==> src/hdl/trim_pkg.sv <==
// Constants and types for the offset trim search controller
// What this block does
// [RULE1] Set calibration mode before reference selection
// [RULE2] Route shared pins to amplifier before calibration
// [RULE3] Amplifier: mode and reference select both one
// [RULE4] Amplifier: write zeros, sample start bit
// [RULE5] Amplifier: increment until bit changes, record low
// [RULE6] Amplifier: write ones, sample new start
// [RULE7] Amplifier: decrement until bit changes, record high
// [RULE8] Amplifier: write mean into six-bit trim
// [RULE9] Odd sum: floor, sum shifted right one
// [RULE10] Comparator: mode and reference select both one
// [RULE11] Comparator: write zeros, sample start bit
// [RULE12] Comparator: increment until change, record low
// [RULE13] Comparator: write ones, sample new start
// [RULE14] Comparator: decrement until change, record high
// [RULE15] Comparator: write floored mean into trim
// [RULE16] Comparator status one when input above reference
// [RULE17] Amplifier status bit valid in calibration mode
// [RULE18] Sweep end without change records end code
// [RULE19] Wait settle cycles after each trim write
package trim_pkg;
  localparam int CODE_W = 6;                       // Widest trim code (amplifier)
  localparam int CMP_W = 5;                        // Comparator trim width
  localparam int SETTLE_W = 16;                    // Settle counter width
  localparam logic [CODE_W-1:0] AMP_MAX = 6'h3F;   // Amplifier all ones
  localparam logic [CODE_W-1:0] CMP_MAX = 6'h1F;   // Comparator all ones
  localparam logic [CODE_W-1:0] CODE_ZERO = 6'h00; // All zeros
  localparam logic [SETTLE_W-1:0] SETTLE_DEF = 16'h0004; // Settle cycles after reset
  // Register map of the controller's own port
  localparam logic [1:0] ADDR_CTRL = 2'h0;   // W: bit0 start, bits2:1 target
  localparam logic [1:0] ADDR_STATUS = 2'h1; // R: bit0 busy, bit1 done
  localparam logic [1:0] ADDR_SETTLE = 2'h2; // R/W: settle cycles
  localparam logic [1:0] ADDR_RESULT = 2'h3; // R: low, high, final codes
  localparam logic [1:0] TGT_AMP0 = 2'h0;    // Target amplifier 0
  localparam logic [1:0] TGT_AMP1 = 2'h1;    // Target amplifier 1
  localparam logic [1:0] TGT_CMP = 2'h2;     // Target comparator
  typedef enum logic [3:0] {
    S_IDLE = 4'h0, S_MODE = 4'h1, S_REF = 4'h2, S_LOAD0 = 4'h3, S_START0 = 4'h4,
    S_UP = 4'h5, S_LOAD1 = 4'h6, S_START1 = 4'h7, S_DOWN = 4'h8, S_FINAL = 4'h9,
    S_PINS = 4'hA
  } state_t;
endpackage : trim_pkg

==> src/hdl/settle_timer.sv <==
// Settle delay counter started on each trim write
`timescale 1ns/1ps
`default_nettype none
module settle_timer
  import trim_pkg::*;
(
  input wire logic clk,                  // System clock
  input wire logic rst,                  // Async reset, high
  input wire logic start,                // Restart after a trim write
  input wire logic [SETTLE_W-1:0] cycles, // Cycles to wait
  output logic ready                     // Output bit may be sampled
);
  logic [SETTLE_W-1:0] cnt_q; // Remaining cycles
  // Count down; zero means settled. A zero setting still waits one cycle.
  always_ff @(posedge clk or posedge rst) begin
    if (rst) begin
      cnt_q <= '0;
    end else if (start) begin
      cnt_q <= (cycles == '0) ? SETTLE_W'(1) : cycles; // RULE19
    end else if (cnt_q != '0) begin
      cnt_q <= cnt_q - SETTLE_W'(1);
    end
  end
  // Ready must not look at start: the sequencer derives start from ready
  assign ready = (cnt_q == '0);
endmodule : settle_timer
`default_nettype wire

==> src/hdl/trim_search.sv <==
// Offset trim search controller for amplifiers and comparator
`timescale 1ns/1ps
`default_nettype none
module trim_search
  import trim_pkg::*;
(
  input wire logic SYS_CLK,                     // 100 MHz clock
  input wire logic RST,                         // Async reset, high
  input wire logic [1:0] ADDR,                  // Register address
  input wire logic [15:0] WDATA,                // Write data
  input wire logic WR,                          // Write strobe
  input wire logic RD,                          // Read strobe
  output logic [17:0] RDATA,                    // Read data, cycle after RD
  output logic PIN_AMP_SEL,                     // Shared pins to amplifier inputs
  output logic [1:0] AMP_TRIM_MODE_SEL,         // Amplifier calibration mode
  output logic [1:0] AMP_TRIM_REF_SEL,          // Amplifier reference select
  output logic [CODE_W-1:0] AMP0_TRIM_CODE,     // Amplifier 0 trim
  output logic [CODE_W-1:0] AMP1_TRIM_CODE,     // Amplifier 1 trim
  input wire logic [1:0] AMP_TRIM_OUT_STATUS,   // Amplifier outputs in calibration
  output logic CMP_TRIM_MODE_SEL,               // Comparator calibration mode
  output logic CMP_TRIM_REF_SEL,                // Comparator reference select
  output logic [CMP_W-1:0] CMP_TRIM_CODE,       // Comparator trim
  input wire logic CMP_OUT_STATUS               // Comparator output
);
  state_t state_q;                    // Sequencer state
  logic [1:0] tgt_q;                  // Target being trimmed
  logic [SETTLE_W-1:0] settle_q;      // Settle setting
  logic [CODE_W-1:0] code_q;          // Code being driven to target
  logic [CODE_W-1:0] low_q;           // Low-side crossing
  logic [CODE_W-1:0] high_q;          // High-side crossing
  logic [CODE_W-1:0] final_q;         // Resulting trim
  logic ref_bit_q;                    // Starting output value
  logic done_q;                       // Last run complete
  localparam int N_TGT = 3;           // Two amplifiers and one comparator
  logic [2:0] mode_q;                 // Calibration mode per target
  logic [2:0] refsel_q;               // Reference select per target
  logic [2:0] tgt_sel;                // One-hot form of the target
  logic pin_sel_q;                    // Shared pins routed to amplifiers
  logic [CODE_W-1:0] code_d;          // Next code to drive
  logic up_hit;                       // Upward sweep ends this cycle
  logic down_hit;                     // Downward sweep ends this cycle
  logic busy;                         // Sequencer not idle
  logic [1:0] amp_s1_q, amp_s2_q;     // Amplifier status sync
  logic cmp_s1_q, cmp_s2_q;           // Comparator status sync
  logic obs;                          // Synchronised output of target
  logic ready;                        // Settle done
  logic wr_code;                      // Code written this cycle
  logic [CODE_W-1:0] code_max;        // All ones for target
  logic [CODE_W:0] sum;               // Crossing sum, one bit wider
  logic start_req;                    // Start command

  // Status inputs come from analog, so they pass two flip-flops
  always_ff @(posedge SYS_CLK or posedge RST) begin
    if (RST) begin
      amp_s1_q <= 2'h0;
      amp_s2_q <= 2'h0;
      cmp_s1_q <= 1'b0;
      cmp_s2_q <= 1'b0;
    end else begin
      amp_s1_q <= AMP_TRIM_OUT_STATUS;
      amp_s2_q <= amp_s1_q;
      cmp_s1_q <= CMP_OUT_STATUS;
      cmp_s2_q <= cmp_s1_q;
    end
  end

  // Observed bit of the chosen target
  always_comb begin
    if (tgt_q == TGT_CMP) begin
      obs = cmp_s2_q;       // RULE16
    end else begin
      obs = amp_s2_q[tgt_q[0]]; // RULE17
    end
  end

  // Decodes a target number to one bit per trim target
  function automatic logic [2:0] tgt_onehot(input logic [1:0] t);
    logic [2:0] oh; // One bit per target
    oh = 3'h0;
    if (t == TGT_CMP) begin
      oh[2] = 1'b1;
    end else if (t == TGT_AMP1) begin
      oh[1] = 1'b1;
    end else begin
      oh[0] = 1'b1;
    end
    return oh;
  endfunction : tgt_onehot

  assign tgt_sel = tgt_onehot(tgt_q);
  assign code_max = (tgt_q == TGT_CMP) ? CMP_MAX : AMP_MAX;
  assign sum = {1'b0, low_q} + {1'b0, high_q};
  assign start_req = WR && (ADDR == ADDR_CTRL) && WDATA[0] && (state_q == S_IDLE);
  assign busy = (state_q != S_IDLE);
  // A sweep ends on the first change of the bit, or at the end of the range
  assign up_hit = (state_q == S_UP) && ready && (obs != ref_bit_q || code_q == code_max);
  assign down_hit = (state_q == S_DOWN) && ready && (obs != ref_bit_q || code_q == CODE_ZERO);

  // Next trim code and its load strobe; each load restarts the settle wait
  always_comb begin
    wr_code = 1'b0;
    code_d = code_q;
    case (state_q)
      S_REF: begin
        wr_code = 1'b1;
        code_d = CODE_ZERO;             // RULE4 RULE11
      end
      S_START0: begin
        if (ready) begin
          wr_code = 1'b1;
          code_d = code_q + CODE_W'(1); // RULE5 RULE12
        end
      end
      S_UP: begin
        if (up_hit) begin
          wr_code = 1'b1;
          code_d = code_max;            // RULE6 RULE13
        end else if (ready) begin
          wr_code = 1'b1;
          code_d = code_q + CODE_W'(1); // RULE5 RULE12
        end
      end
      S_START1: begin
        if (ready) begin
          wr_code = 1'b1;
          code_d = code_q - CODE_W'(1); // RULE7 RULE14
        end
      end
      S_DOWN: begin
        if (ready && !down_hit) begin
          wr_code = 1'b1;
          code_d = code_q - CODE_W'(1); // RULE7 RULE14
        end
      end
      S_FINAL: begin
        wr_code = 1'b1;
        code_d = sum[CODE_W:1];         // RULE8 RULE9 RULE15
      end
      default: wr_code = 1'b0;
    endcase
  end

  // The wait keeps a sweep from reading the bit before the analog side settles
  settle_timer u_settle (
    .clk(SYS_CLK),
    .rst(RST),
    .start(wr_code),
    .cycles(settle_q),
    .ready(ready)
  );

  // Settle setting written by software
  always_ff @(posedge SYS_CLK or posedge RST) begin
    if (RST) begin
      settle_q <= SETTLE_DEF;
    end else if (WR && ADDR == ADDR_SETTLE) begin
      settle_q <= WDATA[SETTLE_W-1:0];
    end
  end

  // Sequencer: pins (amplifier targets only), mode, reference, upward sweep, downward sweep, final write
  always_ff @(posedge SYS_CLK or posedge RST) begin
    if (RST) begin
      state_q <= S_IDLE;
      tgt_q <= TGT_AMP0;
    end else begin
      case (state_q)
        S_IDLE: begin
          if (start_req) begin
            tgt_q <= (WDATA[2:1] == TGT_CMP) ? TGT_CMP : {1'b0, WDATA[1]};
            state_q <= (WDATA[2:1] == TGT_CMP) ? S_MODE : S_PINS;
          end
        end
        S_PINS: state_q <= S_MODE;                              // RULE2
        S_MODE: state_q <= S_REF;                               // RULE1
        S_REF: state_q <= S_START0;
        S_START0: state_q <= ready ? S_UP : S_START0;           // RULE4 RULE11
        S_UP: state_q <= up_hit ? S_START1 : S_UP;              // RULE5 RULE12
        S_START1: state_q <= ready ? S_DOWN : S_START1;         // RULE6 RULE13
        S_DOWN: state_q <= down_hit ? S_FINAL : S_DOWN;         // RULE7 RULE14
        S_FINAL: state_q <= S_IDLE;
        default: state_q <= S_IDLE;
      endcase
    end
  end

  // Code being swept; it moves only on a load strobe
  always_ff @(posedge SYS_CLK or posedge RST) begin
    if (RST) begin
      code_q <= CODE_ZERO;
    end else if (wr_code) begin
      code_q <= code_d;
    end
  end

  // Starting value is taken once the zero or all-ones load has settled
  always_ff @(posedge SYS_CLK or posedge RST) begin
    if (RST) begin
      ref_bit_q <= 1'b0;
    end else if ((state_q == S_START0 || state_q == S_START1) && ready) begin
      ref_bit_q <= obs;                 // RULE4 RULE6 RULE11 RULE13
    end
  end

  // Crossing codes, result and done flag; they stay readable after the run
  always_ff @(posedge SYS_CLK or posedge RST) begin
    if (RST) begin
      low_q <= CODE_ZERO;
      high_q <= CODE_ZERO;
      final_q <= CODE_ZERO;
      done_q <= 1'b0;
    end else begin
      if (up_hit) begin
        low_q <= code_q;                // RULE5 RULE12 RULE18
      end
      if (down_hit) begin
        high_q <= code_q;               // RULE7 RULE14 RULE18
      end
      if (state_q == S_FINAL) begin
        final_q <= sum[CODE_W:1];       // RULE8 RULE9 RULE15
        done_q <= 1'b1;
      end else if (start_req) begin
        done_q <= 1'b0;
      end
    end
  end

  // Pins go first, mode a cycle before the reference; mode and reference drop at the end
  always_ff @(posedge SYS_CLK or posedge RST) begin
    if (RST) begin
      pin_sel_q <= 1'b0;
      mode_q <= 3'h0;
      refsel_q <= 3'h0;
    end else if (state_q == S_PINS) begin
      pin_sel_q <= 1'b1;                // RULE2
    end else if (state_q == S_MODE) begin
      mode_q <= mode_q | tgt_sel;       // RULE1 RULE3 RULE10
    end else if (state_q == S_REF) begin
      refsel_q <= refsel_q | tgt_sel;   // RULE1 RULE3 RULE10
    end else if (state_q == S_FINAL) begin
      mode_q <= 3'h0;
      refsel_q <= 3'h0;
    end
  end

  // One trim register per target keeps its code once the run is over
  for (genvar g = 0; g < N_TGT; g++) begin : g_trim
    logic [CODE_W-1:0] val_q; // Code driven to this target
    always_ff @(posedge SYS_CLK or posedge RST) begin
      if (RST) begin
        val_q <= CODE_ZERO;
      end else if (wr_code && tgt_sel[g]) begin
        val_q <= code_d;              // RULE4 RULE8 RULE15
      end
    end
  end

  // Analog controls come straight from flip-flops
  assign PIN_AMP_SEL = pin_sel_q;
  assign AMP_TRIM_MODE_SEL = mode_q[1:0];
  assign AMP_TRIM_REF_SEL = refsel_q[1:0];
  assign CMP_TRIM_MODE_SEL = mode_q[2];
  assign CMP_TRIM_REF_SEL = refsel_q[2];
  assign AMP0_TRIM_CODE = g_trim[0].val_q;
  assign AMP1_TRIM_CODE = g_trim[1].val_q;
  assign CMP_TRIM_CODE = g_trim[2].val_q[CMP_W-1:0];

  // Read data stand in the cycle after the strobe and are cleared otherwise
  always_ff @(posedge SYS_CLK or posedge RST) begin
    if (RST) begin
      RDATA <= 18'h00000;
    end else if (RD) begin
      if (ADDR == ADDR_STATUS) begin
        RDATA <= {16'h0000, done_q, busy};
      end else if (ADDR == ADDR_SETTLE) begin
        RDATA <= {2'h0, settle_q};
      end else if (ADDR == ADDR_RESULT) begin
        RDATA <= {low_q, high_q, final_q};
      end else begin
        RDATA <= {15'h0000, tgt_q, busy};
      end
    end else begin
      RDATA <= 18'h00000;
    end
  end
endmodule : trim_search
`default_nettype wire

==> config.mk <==
export PLATFORM = sky130hd
export DESIGN_NAME = trim_search
export DESIGN_NICKNAME = d
export VERILOG_FILES = /design/src/hdl/trim_pkg.sv /design/src/hdl/settle_timer.sv /design/src/hdl/trim_search.sv
export SDC_FILE = /design/constraint.sdc
export NUM_CORES = 1
export LEC_CHECK = 0
export ABC_CLOCK_PERIOD_IN_PS = 3100
export BUFFER_PORTS_ARGS = -buffer_cell sky130_fd_sc_hd__buf_2
export CAP_MARGIN = 20
export CORE_MARGIN = 3
export CORE_UTILIZATION = 50
export DETAILED_ROUTE_END_ITERATION = 8
export PLACE_DENSITY = 0.75
export SETUP_SLACK_MARGIN = 0.2
export SLEW_MARGIN = 20
export SYNTH_ARGS = -nofsm -noshare
export SYNTH_HDL_FRONTEND = slang
export SYNTH_SLANG_ARGS = --single-unit
==> constraint.sdc <==
create_clock -name SYS_CLK -period 3.1 [get_ports SYS_CLK]
set_input_delay 0.31 -clock SYS_CLK [delete_from_list [all_inputs] [get_ports SYS_CLK]]
set_output_delay 0.31 -clock SYS_CLK [all_outputs]
set_load 0.01 [all_outputs]
==> summary.txt <==
Global route
  • Gr ovfl total: 0
  • Initial antenna violation count: 0
  • Largest net degree at the start of global routing: 44
  • Number of global-route vias before repair: 4238
  • First-pass GRT wire length: about 22 mm
  • GRT Total Usage: about 22%

Status
  • Status: complete, no violations

Yosys
  • Top_reg_cell synth: dfrtp_1
  • Syn Area/Cell: 10.6 µm²
  • Leading area contributor after synthesis: dfrtp_1
  • Post-synth cell types: 61
  • Ys async rst share: 100%
  • #FFs+latches synth: 112
  • Post-Synthesis Cells: 524
  • Synth Warn #: 0
  • Mapped cell area: 5550 µm²
  • Syn nets: 561
  • Sequential area share after synthesis: 50.5%
  • Post-synth EDFFs: 0
  • Post-synth top area share: about 50%
  • Top cells by area, synth: dfrtp_1, mux2_2, nand2_1, mux2i_1, nor2_1

Timing
  • RSZ-0062 raised after global routing: false
  • Setup violations, final: 0
  • Final min period: 2730 ps
  • Clock Skew: around 15 ps
  • Max Freq: 0.367 GHz
  • Final Max Tran Viols: 0
  • Hold Worst Slack: about 27 ps
  • Slew @ Worst Pin: 940 ps
  • Slew margin rel.: 37.2%
  • Tcrit/Tclk final: 87.9%
  • Setup TNS Final: 0 ps
  • Final count of hold timing violations: 0

Setup path
  • R2R cell count: 9
  • Critical path capture point type: flop
  • FF-to-FF setup slack: between 300 and 400 ps
  • Critical setup path kind: reg2reg
  • CP Data Arrival Time: roughly 3000 ps
  • CP Max Fanout: 15
  • R2R Path End: AMP1_TRIM_CODE[5]$_DFFE_PP0P_
  • Crit path launch type: flop
  • Required @ worst endpoint: 3380 ps
  • R2r startpoint: u_settle.cnt_q[0]$_DFFE_PP0P_

Floorplanning
  • Die height: 111 µm
  • Die Wd: 111 µm
  • Die ar.: 12400 µm²
  • Row count: 37
  • Core Box Area: 10600 µm²
  • I/O Pins: 67
  • Starting density of the core: 52.6%

Drt
  • DR WL/cell: 18.2 µm
  • DR vias: 4207
  • Routed wire length: 13.3 mm
  • Mean number of vias per cell: slightly below 6
  • Initial DRC Count: 357
  • Met2 routed WL: around 6.4 mm
  • Routed Antenna Nets: 0
  • M1 WL: around 5.9 mm
  • Metal3 WL: 764 µm
  • Post-route DRC: 0
  • Pre-antenna DRT Iters: 5
  • Top Metal Used: met4

Pwr
  • Pwr Density: 721 nW/µm²
  • Leakage power figure: just over 3 nW
  • IR Drop Worst-Case VDD: 0.580 mV

Placement
  • Port bufs: 66
  • RePlAce Congestion: 0.949
  • Hpwl dp: 9.76 mm

CTS
  • Sink Count: 112
  • TritonCTS Buffers: 9
  • Clock Path Buffers: 2
  • Root Buffer: clkbuf_8
  • H-tree levels: 3
  • Clk slew on worst S/H paths: 100 ps
  • Clock Latency Late Sink: 390 ps
  • Number of hold buffers added after cts: 0
  • CTS tree: yes

Finish
  • Post-Route Utilization: 59.7%
  • Layout Nets: 625
  • Layout cells sized above 1: about a quarter
  • Syn-to-layout area delta: 13.5%
  • Diode count: 0

Worst hold path
  • Worst hold path class: in2reg
  • Hold_sp: AMP_TRIM_OUT_STATUS[1]
  • Hold endpoint: amp_s1_q[1]$_DFF_PP0_
  • Hold Path Depth: 1

Flow run
  • Max-Cap Viols: 0
-- state kept, by name (all words and copies together) (netlist names), 5 cells and up --
signal,cells
settle_q,16
g_trim.val_q,5
u_settle.cnt_q,16
low_q,6
RDATA,18
AMP1_TRIM_CODE,6
final_q,6
AMP0_TRIM_CODE,6
high_q,6
code_q,6
-- cell usage after synthesis (4+ instances only) --
| cell | n |
|---|---|
| o21a_1 | 5 |
| o21ai_0 | 20 |
| ha_1 | 11 |
| dfrtp_1 | 111 |
| a21o_1 | 10 |
| o31ai_1 | 8 |
| inv_1 | 12 |
| buf_2 | 4 |
| nor4_1 | 4 |
| nor2_1 | 46 |
| xor2_1 | 11 |
| xnor2_1 | 12 |
| mux2i_1 | 18 |
| and3_1 | 5 |
| nor3_1 | 12 |
| mux2_2 | 43 |
| and2_1 | 4 |
| nand2_1 | 64 |
| nand2b_1 | 6 |
| clkbuf_1 | 18 |
| a21oi_1 | 22 |
| nand3_1 | 16 |
-- worst max path at each step --
stage                                       start                             end  slack [ps]  cells after the start
finish              u_settle.cnt_q[0]$_DFFE_PP0P_   AMP1_TRIM_CODE[5]$_DFFE_PP0P_         370                      9
global route        u_settle.cnt_q[0]$_DFFE_PP0P_           code_q[4]$_DFFE_PP0N_         180                      9
CTS                 u_settle.cnt_q[0]$_DFFE_PP0P_   AMP0_TRIM_CODE[4]$_DFFE_PP0P_         250                      9
detailed placement  u_settle.cnt_q[0]$_DFFE_PP0P_  u_settle.cnt_q[13]$_DFFE_PP0P_         270                      9
global placement             tgt_q[0]$_DFFE_PP0P_   AMP0_TRIM_CODE[4]$_DFFE_PP0P_         340                      8
floorplan           u_settle.cnt_q[0]$_DFFE_PP0P_   AMP0_TRIM_CODE[4]$_DFFE_PP0P_         680                      9
-- metrics by stage --
step	power [mW]	cells	cell area [µm²]	setup slack (ps)
2_1_floorplan	3.08	524	5560	676
3_3_place_gp	3.47	712	6040	345
3_5_place_dp	3.53	712	6040	266
4_1_cts	4.52	727	6270	247
5_1_grt	4.82	728	6300	177
6_report	4.55	728	6300	374
-- layer usage --
| layer | global-route usage, % | up-vias |
|---|---|---|
| met5 | 0 | - |
| met4 | 8.11 | 0 |
| met3 | 4.89 | 23 |
| met1 | 29.5 | 2080 |
| met2 | 35.3 | 139 |
| li1 | - | 1965 |
-- critical path: stages, from the launching register on --
cell and delay (ps):
dfrtp_1 410, inv_1 110, ha_1 200, nor3b_4 300
nand4_4 190, or2_2 460, a211o_2 430, nand3_1 120
nand3_1 120, mux2_2 270
-- power breakdown --
part           switching (mW)  internal (mW)
Sequential              0.323           1.73
Clock                   0.482          0.498
Combinational           0.850          0.660
-- cell type report --
| cell class | instances | area (µm²) |
|---|---|---|
| Inverter | 12 | 48.8 |
| Multi-Input combinational cell | 374 | 2600 |
| Fill cell | 887 | 4250 |
| Sequential cell | 112 | 2800 |
| Clock inverter | 4 | 76.3 |
| Timing Repair Buffer | 79 | 453 |
| Clock buffer | 11 | 151 |
| Tap cell | 136 | 170 |
-- placed cells by master (no fill, tap or decap), drive strengths merged, types with 3 or more instances in the layout --
cell type / Yosys / final
nor2b: 3 / 3
o21a: 5 / 5
and3: 5 / 5
nor2: 46 / 46
ha: 11 / 11
clkbuf: 18 / 11
xnor2: 12 / 12
dfrtp: 111 / 111
o21bai: 3 / 3
mux2i: 18 / 18
nor4: 6 / 6
nand2: 67 / 67
nand4: 4 / 4
and2: 5 / 5
a21oi: 22 / 22
a21o: 10 / 10
o31ai: 8 / 8
inv: 12 / 12
mux2: 44 / 44
a211oi: 3 / 3
xor2: 11 / 11
o21ai: 22 / 22
nor3: 12 / 12
buf: 8 / 79
nand2b: 6 / 6
nand3: 16 / 16
-- what timing repair did --
action	in CTS	in global routing
setup buffers	0	1
gates resized for setup	0	5
endpoints found under the setup margin	0	37
endpoints found under the hold margin	0	0
-- logic make-up (layout without fill, tap and decap cells) --
| group | after synthesis | count (layout) | synth area share [%] |
|---|---|---|---|
| compound gates | 94 | 94 | 11.4 |
| xor+xnor | 23 | 23 | 3.63 |
| buf+inv | 38 | 106 | 2.93 |
| simple gates | 182 | 182 | 16.1 |
| flops | 112 | 112 | 50.5 |
| fa+ha+maj | 12 | 12 | 2.84 |
| mux | 63 | 63 | 12.6 |
Note: power is estimated with default switching activity, not from simulation.
